File: config.mk
export PLATFORM = sky130hd
export DESIGN_NAME = serial_register_access_port
export DESIGN_NICKNAME = d
export VERILOG_FILES = /design/src/shared/sra_pkg.sv /design/src/shared/wr_fifo_if.sv /design/src/logic/serial_register_access_port.sv /design/src/logic/wr_fifo.sv
export VERILOG_INCLUDE_DIRS = /design/src /design/src/shared
export SDC_FILE = /design/constraint.sdc
export NUM_CORES = 1
export LEC_CHECK = 0
export ABC_AREA = 1
export BUFFER_PORTS_ARGS = -buffer_cell sky130_fd_sc_hd__buf_2
export CAP_MARGIN = 20
export CORE_MARGIN = 4
export CORE_UTILIZATION = 40
export CTS_CLUSTER_SIZE = 20
export DETAILED_ROUTE_END_ITERATION = 10
export HOLD_SLACK_MARGIN = 0.02
export PLACE_DENSITY = 0.65
export SLEW_MARGIN = 30
export SYNTH_ARGS = -nofsm -noshare
export SYNTH_HDL_FRONTEND = slang
export SYNTH_SLANG_ARGS = --single-unit
File: constraint.sdc
create_clock -name sys_clk -period 5.3 [get_ports sys_clk]
set_clock_uncertainty 0.1 [all_clocks]
set_input_delay 0.265 -clock sys_clk [delete_from_list [all_inputs] [get_ports sys_clk]]
set_output_delay 0.265 -clock sys_clk [all_outputs]
set_load 0.02 [all_outputs]
File: src/shared/sra_params.svh
// Constants for the serial register access port
`ifndef SRA_PARAMS_SVH
`define SRA_PARAMS_SVH
`define SRA_WORD_W      16
`define SRA_ADDR_W      10
`define SRA_FIFO_W      26
`define SRA_FIFO_DEPTH  32
`define SRA_ENABLE      5'h1C
`define SRA_PTR_MAX     10'h3FF
`define SRA_I2C_ADDR_HI 5'h0B
`define SRA_CNT_LAST    4'hF
`define SRA_CNT_BYTE    4'h8
`define SRA_PIN_N       8
`define SRA_PIN_SCLK    0
`define SRA_PIN_CS_N    1
`define SRA_PIN_DIN     2
`define SRA_PIN_SCL     3
`define SRA_PIN_SDA     4
`define SRA_PIN_MODE    5
`define SRA_PIN_SEL_LO  6
`define SRA_PIN_SEL_HI  7
`endif

File: src/shared/sra_pkg.sv
// Types for the serial register access port
package sra_pkg;
  typedef enum logic [2:0] {SP_IDLE, SP_CMD, SP_WR, SP_RD, SP_IGN} spi_state_t;
  typedef enum logic [2:0] {
    I_IDLE, I_ADDR, I_AACK, I_WR, I_WACK, I_RD, I_RACK
  } i2c_state_t;
endpackage

File: src/shared/wr_fifo_if.sv
// Carrier between the port logic and its write buffer
`timescale 1ns/1ns
interface wr_fifo_if #(parameter int W = 26);
  logic         push_valid;
  logic         push_ready;
  logic [W-1:0] push_data;
  logic         pop_valid;
  logic         pop_ready;
  logic [W-1:0] pop_data;
  modport filler (output push_valid, push_data, pop_ready, input push_ready, pop_valid, pop_data);
  modport buffer (input push_valid, push_data, pop_ready, output push_ready, pop_valid, pop_data);
endinterface

File: src/logic/serial_register_access_port.sv
// Serial (SPI or I2C) slave giving a host access to 16-bit registers
`timescale 1ns/1ns
`include "sra_params.svh"
module serial_register_access_port (
  // Clock and reset
  input  wire logic                     sys_clk,
  input  wire logic                     rst_n,
  // Variant strap, high selects I2C
  input  wire logic                     i2c_mode,
  // SPI pins
  input  wire logic                     spi_sclk,
  input  wire logic                     spi_cs_n,
  input  wire logic                     spi_din,
  output logic                          spi_dout,
  output logic                          spi_dout_oe,
  // I2C pins
  input  wire logic                     i2c_scl,
  input  wire logic                     i2c_sda_in,
  output logic                          i2c_sda_out,
  output logic                          i2c_sda_oe,
  input  wire logic                     addr_select_lo,
  input  wire logic                     addr_select_hi,
  // Register file side
  output logic [`SRA_ADDR_W-1:0]        reg_rd_addr,
  input  wire logic [`SRA_WORD_W-1:0]   reg_rd_data,
  output logic                          reg_wr_valid,
  output logic [`SRA_ADDR_W-1:0]        reg_wr_addr,
  output logic [`SRA_WORD_W-1:0]        reg_wr_data,
  input  wire logic                     reg_wr_ready
);
  // ************************************************************
  // Pin synchronisers
  // ************************************************************
  logic [`SRA_PIN_N-1:0] pin_raw, s1_q, s2_q, s3_q;
  assign pin_raw = {addr_select_hi, addr_select_lo, i2c_mode, i2c_sda_in,
                    i2c_scl, spi_din, spi_cs_n, spi_sclk};

  for (genvar i = 0; i < `SRA_PIN_N; i++) begin : g_sync
    always_ff @(posedge sys_clk or negedge rst_n) begin
      if (!rst_n) begin
        s1_q[i] <= 1'b1;
        s2_q[i] <= 1'b1;
        s3_q[i] <= 1'b1;
      end else begin
        s1_q[i] <= pin_raw[i];
        s2_q[i] <= s1_q[i];
        s3_q[i] <= s2_q[i];
      end
    end
  end

  function automatic logic rose(input int i);
    return s2_q[i] && !s3_q[i];
  endfunction

  function automatic logic fell(input int i);
    return !s2_q[i] && s3_q[i];
  endfunction

  logic r_sclk, f_sclk, r_scl, f_scl, start_c, stop_c;
  assign r_sclk  = rose(`SRA_PIN_SCLK);
  assign f_sclk  = fell(`SRA_PIN_SCLK);
  assign r_scl   = rose(`SRA_PIN_SCL);
  assign f_scl   = fell(`SRA_PIN_SCL);
  assign start_c = s2_q[`SRA_PIN_SCL] && s3_q[`SRA_PIN_SCL] && fell(`SRA_PIN_SDA);
  assign stop_c  = s2_q[`SRA_PIN_SCL] && s3_q[`SRA_PIN_SCL] && rose(`SRA_PIN_SDA);

  // ************************************************************
  // Write buffer
  // ************************************************************
  wr_fifo_if #(.W(`SRA_FIFO_W)) fq ();
  wr_fifo #(.W(`SRA_FIFO_W), .D(`SRA_FIFO_DEPTH)) u_fifo (
    .sys_clk (sys_clk),
    .rst_n   (rst_n),
    .f       (fq.buffer)
  );

  // ************************************************************
  // Protocol state
  // ************************************************************
  sra_pkg::spi_state_t   sp_q, sp_d;
  sra_pkg::i2c_state_t   ic_q, ic_d;
  logic [3:0]            cnt_q, cnt_d;
  logic [15:0]           sh_q, sh_d, tx_q, tx_d, cmd_w;
  logic [9:0]            ptr_q, ptr_d;
  logic                  end_q, end_d, mode_q, mode_d, dout_q, dout_d;
  logic                  doe_q, doe_d, soe_q, soe_d, rw_q, rw_d, hi_q, hi_d;
  logic [1:0]            bidx_q, bidx_d;
  logic [7:0]            hib_q, hib_d, byte_w;
  logic                  push_q, push_d, cmd_ok, ptr_load;
  logic [`SRA_FIFO_W-1:0] pdat_q, pdat_d;

  assign cmd_w  = {sh_q[14:0], s2_q[`SRA_PIN_DIN]};
  assign byte_w = {sh_q[6:0], s2_q[`SRA_PIN_SDA]};
  assign cmd_ok = !mode_q && sp_q == sra_pkg::SP_CMD && r_sclk && cnt_q == `SRA_CNT_LAST
                  && cmd_w[15:11] == `SRA_ENABLE;

  always_comb begin
    sp_d = sp_q;  ic_d = ic_q;  cnt_d = cnt_q;  sh_d = sh_q;  tx_d = tx_q;
    ptr_d = ptr_q;  end_d = end_q;  dout_d = dout_q;  doe_d = doe_q;  soe_d = soe_q;
    rw_d = rw_q;  hi_d = hi_q;  bidx_d = bidx_q;  hib_d = hib_q;  pdat_d = pdat_q;
    ptr_load = 1'b0;
    push_d = push_q && !fq.push_ready;
    // Strap only follows the pin while both sides rest
    mode_d = (sp_q == sra_pkg::SP_IDLE && ic_q == sra_pkg::I_IDLE)
             ? s2_q[`SRA_PIN_MODE] : mode_q;
    if (!mode_q) begin
      if (s2_q[`SRA_PIN_CS_N]) begin
        sp_d  = sra_pkg::SP_IDLE;
        doe_d = 1'b0;
        cnt_d = '0;
      end else begin
        unique case (sp_q)
          sra_pkg::SP_IDLE: sp_d = sra_pkg::SP_CMD;
          sra_pkg::SP_CMD: if (r_sclk) begin
            sh_d  = cmd_w;
            cnt_d = cnt_q + 4'h1;
            if (cnt_q == `SRA_CNT_LAST) begin
              if (cmd_w[15:11] == `SRA_ENABLE) begin
                ptr_d    = cmd_w[9:0];
                ptr_load = 1'b1;
                end_d    = 1'b0;
                sp_d     = cmd_w[10] ? sra_pkg::SP_RD : sra_pkg::SP_WR;
              end else begin
                sp_d = sra_pkg::SP_IGN;
              end
            end
          end
          sra_pkg::SP_WR: if (r_sclk) begin
            sh_d  = cmd_w;
            cnt_d = cnt_q + 4'h1;
            if (cnt_q == `SRA_CNT_LAST && !end_q) begin
              push_d = 1'b1;
              pdat_d = {ptr_q, cmd_w};
              if (ptr_q == `SRA_PTR_MAX) end_d = 1'b1;
              else ptr_d = ptr_q + 10'h001;
            end
          end
          sra_pkg::SP_RD: if (f_sclk) begin
            cnt_d = cnt_q + 4'h1;
            doe_d = 1'b1;
            if (cnt_q == '0) begin
              dout_d = reg_rd_data[15];
              tx_d   = {reg_rd_data[14:0], 1'b0};
              if (ptr_q != `SRA_PTR_MAX) ptr_d = ptr_q + 10'h001;
            end else begin
              dout_d = tx_q[15];
              tx_d   = {tx_q[14:0], 1'b0};
            end
          end
          sra_pkg::SP_IGN: ;
        endcase
      end
    end else if (stop_c) begin
      ic_d  = sra_pkg::I_IDLE;
      soe_d = 1'b0;
    end else if (start_c) begin
      ic_d  = sra_pkg::I_ADDR;
      cnt_d = '0;
      soe_d = 1'b0;
    end else begin
      unique case (ic_q)
        sra_pkg::I_IDLE: ;
        sra_pkg::I_ADDR, sra_pkg::I_WR, sra_pkg::I_RACK: begin
          if (r_scl) begin
            sh_d  = {8'h00, byte_w};
            cnt_d = cnt_q + 4'h1;
          end else if (f_scl && ic_q == sra_pkg::I_ADDR && cnt_q == `SRA_CNT_BYTE) begin
            if (sh_q[7:1] == {`SRA_I2C_ADDR_HI, s2_q[`SRA_PIN_SEL_HI],
                              s2_q[`SRA_PIN_SEL_LO]}) begin
              soe_d = 1'b1;
              rw_d  = sh_q[0];
              ic_d  = sra_pkg::I_AACK;
            end else begin
              ic_d = sra_pkg::I_IDLE;
            end
          end else if (f_scl && ic_q == sra_pkg::I_WR && cnt_q == `SRA_CNT_BYTE) begin
            soe_d = 1'b1;
            ic_d  = sra_pkg::I_WACK;
            if (bidx_q == 2'h0) begin
              ptr_d    = {2'b00, sh_q[7:0]};
              ptr_load = 1'b1;
              end_d    = 1'b0;
              bidx_d   = 2'h1;
            end else if (bidx_q == 2'h1) begin
              hib_d  = sh_q[7:0];
              bidx_d = 2'h2;
            end else begin
              bidx_d = 2'h1;
              if (!end_q) begin
                push_d = 1'b1;
                pdat_d = {ptr_q, hib_q, sh_q[7:0]};
                if (ptr_q == `SRA_PTR_MAX) end_d = 1'b1;
                else ptr_d = ptr_q + 10'h001;
              end
            end
          end else if (f_scl && ic_q == sra_pkg::I_RACK) begin
            if (sh_q[0]) ic_d = sra_pkg::I_IDLE;
            else begin
              ic_d  = sra_pkg::I_RD;
              cnt_d = '0;
              hi_d  = !hi_q;
              tx_d  = {hi_q ? reg_rd_data[15:8] : reg_rd_data[7:0], 8'h00};
              soe_d = !(hi_q ? reg_rd_data[15] : reg_rd_data[7]);
              if (!hi_q && ptr_q != `SRA_PTR_MAX) ptr_d = ptr_q + 10'h001;
            end
          end
        end
        sra_pkg::I_AACK: if (f_scl) begin
          cnt_d  = '0;
          bidx_d = 2'h0;
          if (rw_q) begin
            ic_d  = sra_pkg::I_RD;
            hi_d  = 1'b0;
            tx_d  = {reg_rd_data[15:8], 8'h00};
            soe_d = !reg_rd_data[15];
          end else begin
            ic_d  = sra_pkg::I_WR;
            soe_d = 1'b0;
          end
        end
        sra_pkg::I_WACK: if (f_scl) begin
          soe_d = 1'b0;
          cnt_d = '0;
          ic_d  = sra_pkg::I_WR;
        end
        sra_pkg::I_RD: begin
          if (r_scl) cnt_d = cnt_q + 4'h1;
          else if (f_scl) begin
            tx_d = {tx_q[14:0], 1'b0};
            if (cnt_q == `SRA_CNT_BYTE) begin
              soe_d = 1'b0;
              ic_d  = sra_pkg::I_RACK;
            end else begin
              soe_d = !tx_q[14];
            end
          end
        end
      endcase
    end
  end

  always_ff @(posedge sys_clk or negedge rst_n) begin
    if (!rst_n) begin
      sp_q <= sra_pkg::SP_IDLE;  ic_q <= sra_pkg::I_IDLE;  cnt_q <= '0;
      sh_q <= '0;  tx_q <= '0;  ptr_q <= '0;  end_q <= 1'b0;  mode_q <= 1'b0;
      dout_q <= 1'b0;  doe_q <= 1'b0;  soe_q <= 1'b0;  rw_q <= 1'b0;  hi_q <= 1'b0;
      bidx_q <= '0;  hib_q <= '0;  push_q <= 1'b0;  pdat_q <= '0;
    end else begin
      sp_q <= sp_d;  ic_q <= ic_d;  cnt_q <= cnt_d;
      sh_q <= sh_d;  tx_q <= tx_d;  ptr_q <= ptr_d;  end_q <= end_d;  mode_q <= mode_d;
      dout_q <= dout_d;  doe_q <= doe_d;  soe_q <= soe_d;  rw_q <= rw_d;  hi_q <= hi_d;
      bidx_q <= bidx_d;  hib_q <= hib_d;  push_q <= push_d;  pdat_q <= pdat_d;
    end
  end

  // A word still waiting when the next completes is lost; at 16 (SPI) or 18 (I2C)
  // link bits per word the buffer only overflows if the register side stalls long
  assign fq.push_valid = push_q;
  assign fq.push_data  = pdat_q;
  assign fq.pop_ready  = reg_wr_ready;
  assign reg_wr_valid  = fq.pop_valid;
  assign reg_wr_addr   = fq.pop_data[`SRA_FIFO_W-1:`SRA_WORD_W];
  assign reg_wr_data   = fq.pop_data[`SRA_WORD_W-1:0];
  assign reg_rd_addr   = ptr_q;
  assign spi_dout      = dout_q;
  assign spi_dout_oe   = doe_q;
  assign i2c_sda_oe    = soe_q;
  assign i2c_sda_out   = 1'b0;
endmodule

File: src/logic/wr_fifo.sv
// Write buffer between the serial side and the register file
`timescale 1ns/1ns
module wr_fifo #(
  parameter int W = 26,
  parameter int D = 32
) (
  // Clock and reset
  input wire logic sys_clk,
  input wire logic rst_n,
  // Both sides
  wr_fifo_if.buffer f
);
  localparam int AW = $clog2(D);
  logic [W-1:0] mem_q [D];
  logic [AW-1:0] wr_q, wr_d, rd_q, rd_d;
  logic [AW:0]   cnt_q, cnt_d;
  logic          do_push, do_pop;
  logic          vld_q, vld_d;

  // Count is one bit wider than the index so that full can be told from empty
  assign f.push_ready = (cnt_q != (AW+1)'(D));
  // Valid comes from its own flop so the register side sees a clean level
  assign f.pop_valid  = vld_q;
  assign f.pop_data   = mem_q[rd_q];

  always_comb begin
    do_push = f.push_valid && f.push_ready;
    do_pop  = f.pop_valid && f.pop_ready;
    wr_d = do_push ? ((wr_q == AW'(D - 1)) ? '0 : wr_q + AW'(1)) : wr_q;
    rd_d = do_pop ? ((rd_q == AW'(D - 1)) ? '0 : rd_q + AW'(1)) : rd_q;
    cnt_d = cnt_q + (AW+1)'(do_push) - (AW+1)'(do_pop);
    vld_d = (cnt_d != '0);
  end

  always_ff @(posedge sys_clk or negedge rst_n) begin
    if (!rst_n) begin
      wr_q  <= '0;
      rd_q  <= '0;
      cnt_q <= '0;
      vld_q <= 1'b0;
    end else begin
      wr_q  <= wr_d;
      rd_q  <= rd_d;
      cnt_q <= cnt_d;
      vld_q <= vld_d;
    end
  end

  // Storage has no reset; only written slots are ever read
  always_ff @(posedge sys_clk) begin
    if (do_push) begin
      mem_q[wr_q] <= f.push_data;
    end
  end
endmodule

==> run metrics, run 1 <==
outcome completed; IO Pins 68; Setup Viol. Count Final 0; routed vias/inst 5.62; crit path max fanout between 100 and 150; row count 116; Post-Syn Area 40200 um2; multiplexer share of the synthesized area less than 1%; PnR worst setup slack 1.09 ns; unrepaired setup endpoints after global routing false; clk slew on worst S/H paths roughly 0.060 ns; ys async rst share around 14%; M1 WL 45.2 mm; GRT overflow 0; met3 WL 8.30 mm; wire per inst between 20 and 25 um; area fraction in compound gates after synthesis roughly an eighth; register area 28300 um2; relative max-transition margin between 30 and 40%; largest net degree at the start of global routing between 200 and 250; top sig layer met4; clock root buffer clkbuf_16; Top FF cell, synth edfxtp_1; Remaining DRCs 0; met2 wire length roughly 52 mm; library cells used by synthesis 52; RR Startpoint u_fifo.cnt_q[3]$_DFF_PN0_; max-slew violation count 0; GPL Wtd Cong between 0.8 and 0.9; Post-Synthesis Cells between 3000 and 4000; port bufs 66; Area Overhead vs Synth 14.1%; final WL 108 mm; CTS Hold Bufs 29; area of the multi-input gates 10700 um2; number of enable flip-flop cells after synthesis 832; Synth Area in Adders less than 1%; Least-Margin Pin Slew between 1 and 1.5 ns; Die Ht roughly 330 um; part of the Yosys area used for sequential elements between 70% and 80%; first-pass GRT wire length ~160 mm; crit path capture type output pin; Pwr Density between 500 and 600 nW/um2; mean area per synthesized cell 11.5 um2; WS Path Type reg2out; Fin Setup TNS 0 ns; clk_lat worst skew roughly 0.66 ns; Setup Buffers After CTS 0; CTS sink count approximately 960; path depth of the worst reg2reg path 8; Place WS 1.72 ns; Worst Setup SP u_fifo.rd_q[0]$_DFFE_PN0P_; total CTS buffers 94; core area 100000 um2; DP HPWL 61.5 mm; max_cap viols 0; initial antenna violation count 0; H-tree levels 3; Initial Util just over 40%; fill count just under 9000; Post-layout nets ~3600; DP Area 42300 um2; Tcrit/Tclk final roughly 79%; CP Data Arrival Time 3.84 ns; Peak supply drop approximately 380 uV; Post-DRT Antenna Nets 0; design area approximately 46000 um2; initial drt markers ~3000; Synthesized Nets between 3000 and 4000; CP Launch Type flop; Worst Path Required about 5 ns; Peak Freq approximately 0.24 GHz; hold violation total from the final report 0; largest family of logic cells by synthesized area simple AND/OR/NAND/NOR gates; Die X-Extent around 330 um; Hold Path Class in2async; ANT cells 0; GRT Total Usage between 10% and 20%; vias in the first global route 26500; Synth Warn # 0; CTS tree yes; Min Clock Period, post-route 4.21 ns; post-synthesis simple-gate area fraction about an eighth; #FFs+latches synth a little under 1000; post-cts resize count 0; drt pass-1 iters 6; routed vias approximately 28000; share of cells above drive strength 1 11.3%; leak pwr roughly 18 nW; Synth Area in XOR/XNOR less than 1%; clk buf depth 3; die area about 110000 um2
==> worst max-delay path: stages, from the launching register on <==
cell,delay (ns)
dfrtp_4,0.96
buf_12,0.40
buf_16,0.36
o21ai_0,0.19
o211ai_1,0.30
nand3_1,0.13
nand4_1,0.22
nand2_1,0.12
inv_1,0.07
buf_2,0.16
==> area by class of cell <==
class	count	area share [%]
Timing Repair Buffer	159	3.04
Inverter	176	1.46
Tap cell	1298	3.54
Clock buffer	120	5.47
Multi-Input combinational cell	2163	23.3
Sequential cell	962	61.6
Clock inverter	53	1.60
==> metal layers <==
| layer | track usage (%) | up-vias |
|---|---|---|
| met5 | 0 | - |
| met4 | 6.08 | 0 |
| met3 | 2.88 | 173 |
| met2 | 33.0 | 1180 |
| met1 | 27.4 | 13700 |
| li1 | - | 12600 |
==> sequential cells by signal, summed over array words and instances, names as in the netlist, 2 cells and up <==
name          count
s1_q              8
bidx_q            2
s3_q              3
hib_q             8
sp_q              3
fq.push_data     26
u_fifo.mem_q    832
reg_rd_addr      10
tx_q             15
s2_q              6
sh_q             15
ic_q              3
u_fifo.cnt_q      6
cnt_q             4
u_fifo.wr_q       5
u_fifo.rd_q       5
==> cell families (layout without fill, tap and decap cells) <==
logic type	after synthesis	in the layout
flops	962	962
other cells	1	1
xor+xnor	7	7
buf+inv	385	508
fa+ha+maj	19	19
mux	1	1
simple gates	1288	1288
compound gates	847	847
==> stage by stage <==
stage               power (W)  std cells  utilization, %  hold slack (ns)
CTS                    0.0242       4930            45.9           0.0992
floorplan              0.0145       3510               -           -0.131
detailed placement     0.0171       4728            42.3            0.247
finish                 0.0241       4931            45.9           0.0966
global placement       0.0170       4717            42.0            0.245
global route           0.0254       4931            45.9            0.159
==> Yosys cell counts, types with 22 or more instances <==
library cell | instances | area (um2)
a21oi_1 | 44 | 220
buf_1 | 30 | 113
buf_2 | 40 | 200
clkbuf_1 | 124 | 465
dfrtp_1 | 111 | 2780
edfxtp_1 | 832 | 25000
inv_1 | 160 | 601
nand2_1 | 390 | 1460
nand3_1 | 140 | 701
nand4_1 | 55 | 344
nor2_1 | 634 | 2380
o211ai_1 | 92 | 691
o21ai_0 | 538 | 2690
o21ai_1 | 25 | 125
o22ai_1 | 116 | 726
or2_2 | 22 | 138
==> final timing paths <==
kind                                            endpoint  slack (ns)
max in group asynchronous     u_fifo.rd_q[2]$_DFFE_PN0P_        3.84
setup / recovery                          reg_wr_addr[1]        1.09
setup reg to reg           u_fifo.mem_q[2][17]$_DFFE_PP_        1.68
min in group sys_clk                   s1_q[7]$_DFF_PN1_        0.14
hold / removal                       tx_q[7]$_DFFE_PN0P_         0.1
hold reg to reg                      byte_w[0]$_DFF_PN1_        0.25
==> cells in the final DEF (no fill, tap or decap), types with 33 or more instances in the layout <==
cell and instances:
edfxtp_1 832, nor2_1 605, o21ai_0 538, nand2_1 390, inv_1 157, nand3_1 140
o22ai_1 116, clkbuf_16 95, o211ai_1 92, dfrtp_1 87, buf_2 65, nand4_1 55
buf_4 47, a21oi_1 44, nor2_4 33
==> power by group <==
part | internal (W) | switching (W) | leakage (nW) | total (W)
Sequential | 0.00837 | 0.000476 | 11.3 | 0.00884
Clock | 0.00416 | 0.00289 | 1.57 | 0.00705
Combinational | 0.00250 | 0.00574 | 5.49 | 0.00825
(Power assumes the default switching activity.)
==> inputs of run 2 (changes only) <==
--- a/config.mk
+++ b/config.mk
@@ -14,7 +14,7 @@
 export CTS_CLUSTER_SIZE = 20
 export DETAILED_ROUTE_END_ITERATION = 10
 export HOLD_SLACK_MARGIN = 0.02
-export PLACE_DENSITY = 0.65
+export PLACE_DENSITY = 0.67
 export SLEW_MARGIN = 30
 export SYNTH_ARGS = -nofsm -noshare
 export SYNTH_HDL_FRONTEND = slang
==> constraint.sdc (replaced) <==
create_clock -name sys_clk -period 3.5 [get_ports sys_clk]
set_clock_uncertainty 0.1 [all_clocks]
set_input_delay 0.175 -clock sys_clk [delete_from_list [all_inputs] [get_ports sys_clk]]
set_output_delay 0.175 -clock sys_clk [all_outputs]
set_load 0.02 [all_outputs]
==> run 2 against run 1 <==
Effect of this change: utilization is 0.25 points higher; hold slack worse by 0.063 ns; flip-flop and latch count stayed put; critical endpoint is now reg_wr_data[6]; highest routed layer unchanged.
==> run metrics, run 2 (synthesized netlist as in run 1, its figures left out) <==
Remaining DRCs 0 (unchanged); Peak supply drop 648 uV (+71%); wire per inst 21.2 um (-3.8%); Pwr Density 797 nW/um2 (+52%); CP Launch Type flop; outcome completed; CTS sink count 962 (unchanged); Clk pwr share 28.7% (-0.5 points); Flop pwr share 36.0% (-0.6 points); Die Ht 325 um (unchanged); initial drt markers 2892 (-2.9%); design area 46200 um2 (+0.54%); CP Data Arrival Time 3.03 ns (-0.81 ns); clk slew on worst S/H paths 0.07 ns (about the same); Tcrit/Tclk final between 90% and 100%; RR Startpoint mode_q$_DFFE_PN0P_; Peak Freq around 0.3 GHz; clock root buffer clkbuf_16; share of cells above drive strength 1 11.9% (+0.68 points); Reg2Reg Capture Point tx_q[15]$_DFFE_PN0P_; Post-layout nets 3652 (+1.4%); total CTS buffers 96 (+2.1%); Sw Share 37.7% (-0.093 points); Setup Viol. Count Final 0 (unchanged); Min Clock Period, post-route approximately 3.3 ns; setup slack, reg-to-reg 0.52 ns (-1.16 ns); vias in the first global route 26700 (+0.73%); final WL 105 mm (-2.8%); largest net degree at the start of global routing 138 (-38%); Initial Util 40.2% (unchanged); relative max-transition margin 47.1% (+15 points); max FFs per register 832 (unchanged); crit path max fanout 19 (-85%); max_cap viols 0 (unchanged); Worst Path Required 3.22 ns (-1.71 ns); most common cell after layout, fill and taps aside edfxtp_1; Hold Path Class in2async; core area 100000 um2 (unchanged); Area Overhead vs Synth 14.7%; clk buf depth 3 (unchanged); port bufs 66 (unchanged); first-pass GRT wire length 160 mm (-2.3%); IO Pins 68 (unchanged); DP Area 42600 um2 (+0.49%); Die X-Extent 325 um (unchanged); Least-Margin Pin Slew 0.794 ns (-0.218 ns); crit path capture type output pin; GPL Wtd Cong 0.890 (+3.3%); ANT cells 0 (unchanged); Fin Setup TNS 0 ns (unchanged); internal cell power 0.0229 W (+53%); initial antenna violation count 0 (unchanged); path depth of the worst reg2reg path 8 (unchanged); hold violation total from the final report 0 (unchanged); routed vias 27600 (-0.32%); H-tree levels 3 (unchanged); die area 106000 um2 (unchanged); Post-DRT Antenna Nets 0 (unchanged); largest register by flop count u_fifo.mem_q; routed vias/inst 5.55 (-1.4%); CTS tree yes; GRT overflow 0 (unchanged); most frequent cells in the layout 832 x edfxtp_1, 605 x nor2_1, 538 x o21ai_0; row count 116 (unchanged); unrepaired setup endpoints after global routing false; drt pass-1 iters 6 (unchanged); Gate power share 35.4% (+1.2 points); max-slew violation count 0 (unchanged); WS Path Type reg2out; DP HPWL 60.2 mm (-2.2%); clk_lat worst skew 0.66 ns (about the same); GRT Total Usage 19.3% (-0.65 points); leak pwr 18.5 nW (+1.1%); switching power total 0.0139 W (+52%)
==> run 2: changes by cell type in the layout (fill, tap and decap cells not counted), moves of 4 or more <==
cell	delta
clkinv_1	+7
buf_16	-9
buf_4	+46
clkbuf_8	-4
clkbuf_16	+6
dfrtp_1	+10
dfrtp_2	-10
buf_12	+7
==> run 2: repair_timing <==
| action | 4_1_cts | 5_1_grt |
|---|---|---|
| hold buffers | 30 | 0 |
| endpoints found under the setup margin | 0 | 19 |
| buffers inserted | 0 | 3 |
| gates resized for setup | 0 | 4 |
| hold endpoints to repair | 116 | 0 |
==> run 2: critical path: stages, from the launching register on <==
cell and delay, ns:
dfrtp_4 0.63, inv_8 0.13, buf_4 0.22, o21ai_0 0.18
o21ai_0 0.12, o211ai_1 0.34, nand4_1 0.33, nand2_1 0.22
inv_1 0.06, buf_2 0.15
==> run 2: power groups by stage <==
stage	Combinational (W)	Sequential (W)	Clock, W
2_1_floorplan	0.00890	0.0131	0
3_3_place_gp	0.0126	0.0135	0
3_5_place_dp	0.0127	0.0135	0
4_1_cts	0.0129	0.0132	0.0107
5_1_grt	0.0144	0.0133	0.0112
6_report	0.0130	0.0132	0.0105
==> run 2: stage by stage <==
stage	cells	total power [W]	util (%)	hold slack [ns]	setup slack, ns
4_1_cts	4979	0.0368	46.1	0.0357	0.00434
2_1_floorplan	3510	0.0220	-	-0.221	0.352
3_3_place_gp	4772	0.0260	42.5	0.181	0.740
5_1_grt	4983	0.0388	46.2	0.0742	0.0247
6_report	4983	0.0368	46.2	0.0334	0.196
3_5_place_dp	4772	0.0262	42.6	0.181	0.678
==> run 2: how the worst max path moves through the flow <==
stage                                from                            to  slack, ns  cells after the start
2_1_floorplan   u_fifo.cnt_q[2]$_DFF_PN0_  u_fifo.mem_q[7][0]$_DFFE_PP_       0.35                      5
3_3_place_gp    u_fifo.cnt_q[2]$_DFF_PN0_  u_fifo.f.pop_valid$_DFF_PN0_       0.74                     13
3_5_place_dp    u_fifo.cnt_q[2]$_DFF_PN0_  u_fifo.f.pop_valid$_DFF_PN0_       0.68                     13
4_1_cts        u_fifo.rd_q[0]$_DFFE_PN0P_                reg_wr_addr[4]      0.004                      9
5_1_grt        u_fifo.rd_q[0]$_DFFE_PN0P_                reg_wr_data[0]       0.02                     10
6_report       u_fifo.rd_q[0]$_DFFE_PN0P_                reg_wr_data[6]       0.20                      9
==> run 2: cell type report <==
type / count / area [um2]
Inverter: 176 / 669
Sequential cell: 962 / 28300
Fill cell: 8832 / 53800
Clock inverter: 55 / 643
Clock buffer: 122 / 2580
Multi-Input combinational cell: 2163 / 10700
Timing Repair Buffer: 207 / 1690
Tap cell: 1298 / 1620
==> run 2: per-layer routing <==
layer	up-vias	part of all wire (%)	track usage, %
li1	12700	-	-
met1	13700	41	26.2
met2	1083	49	32.2
met3	175	7.6	3.04
met4	0	2.3	5.44
met5	-	0	0
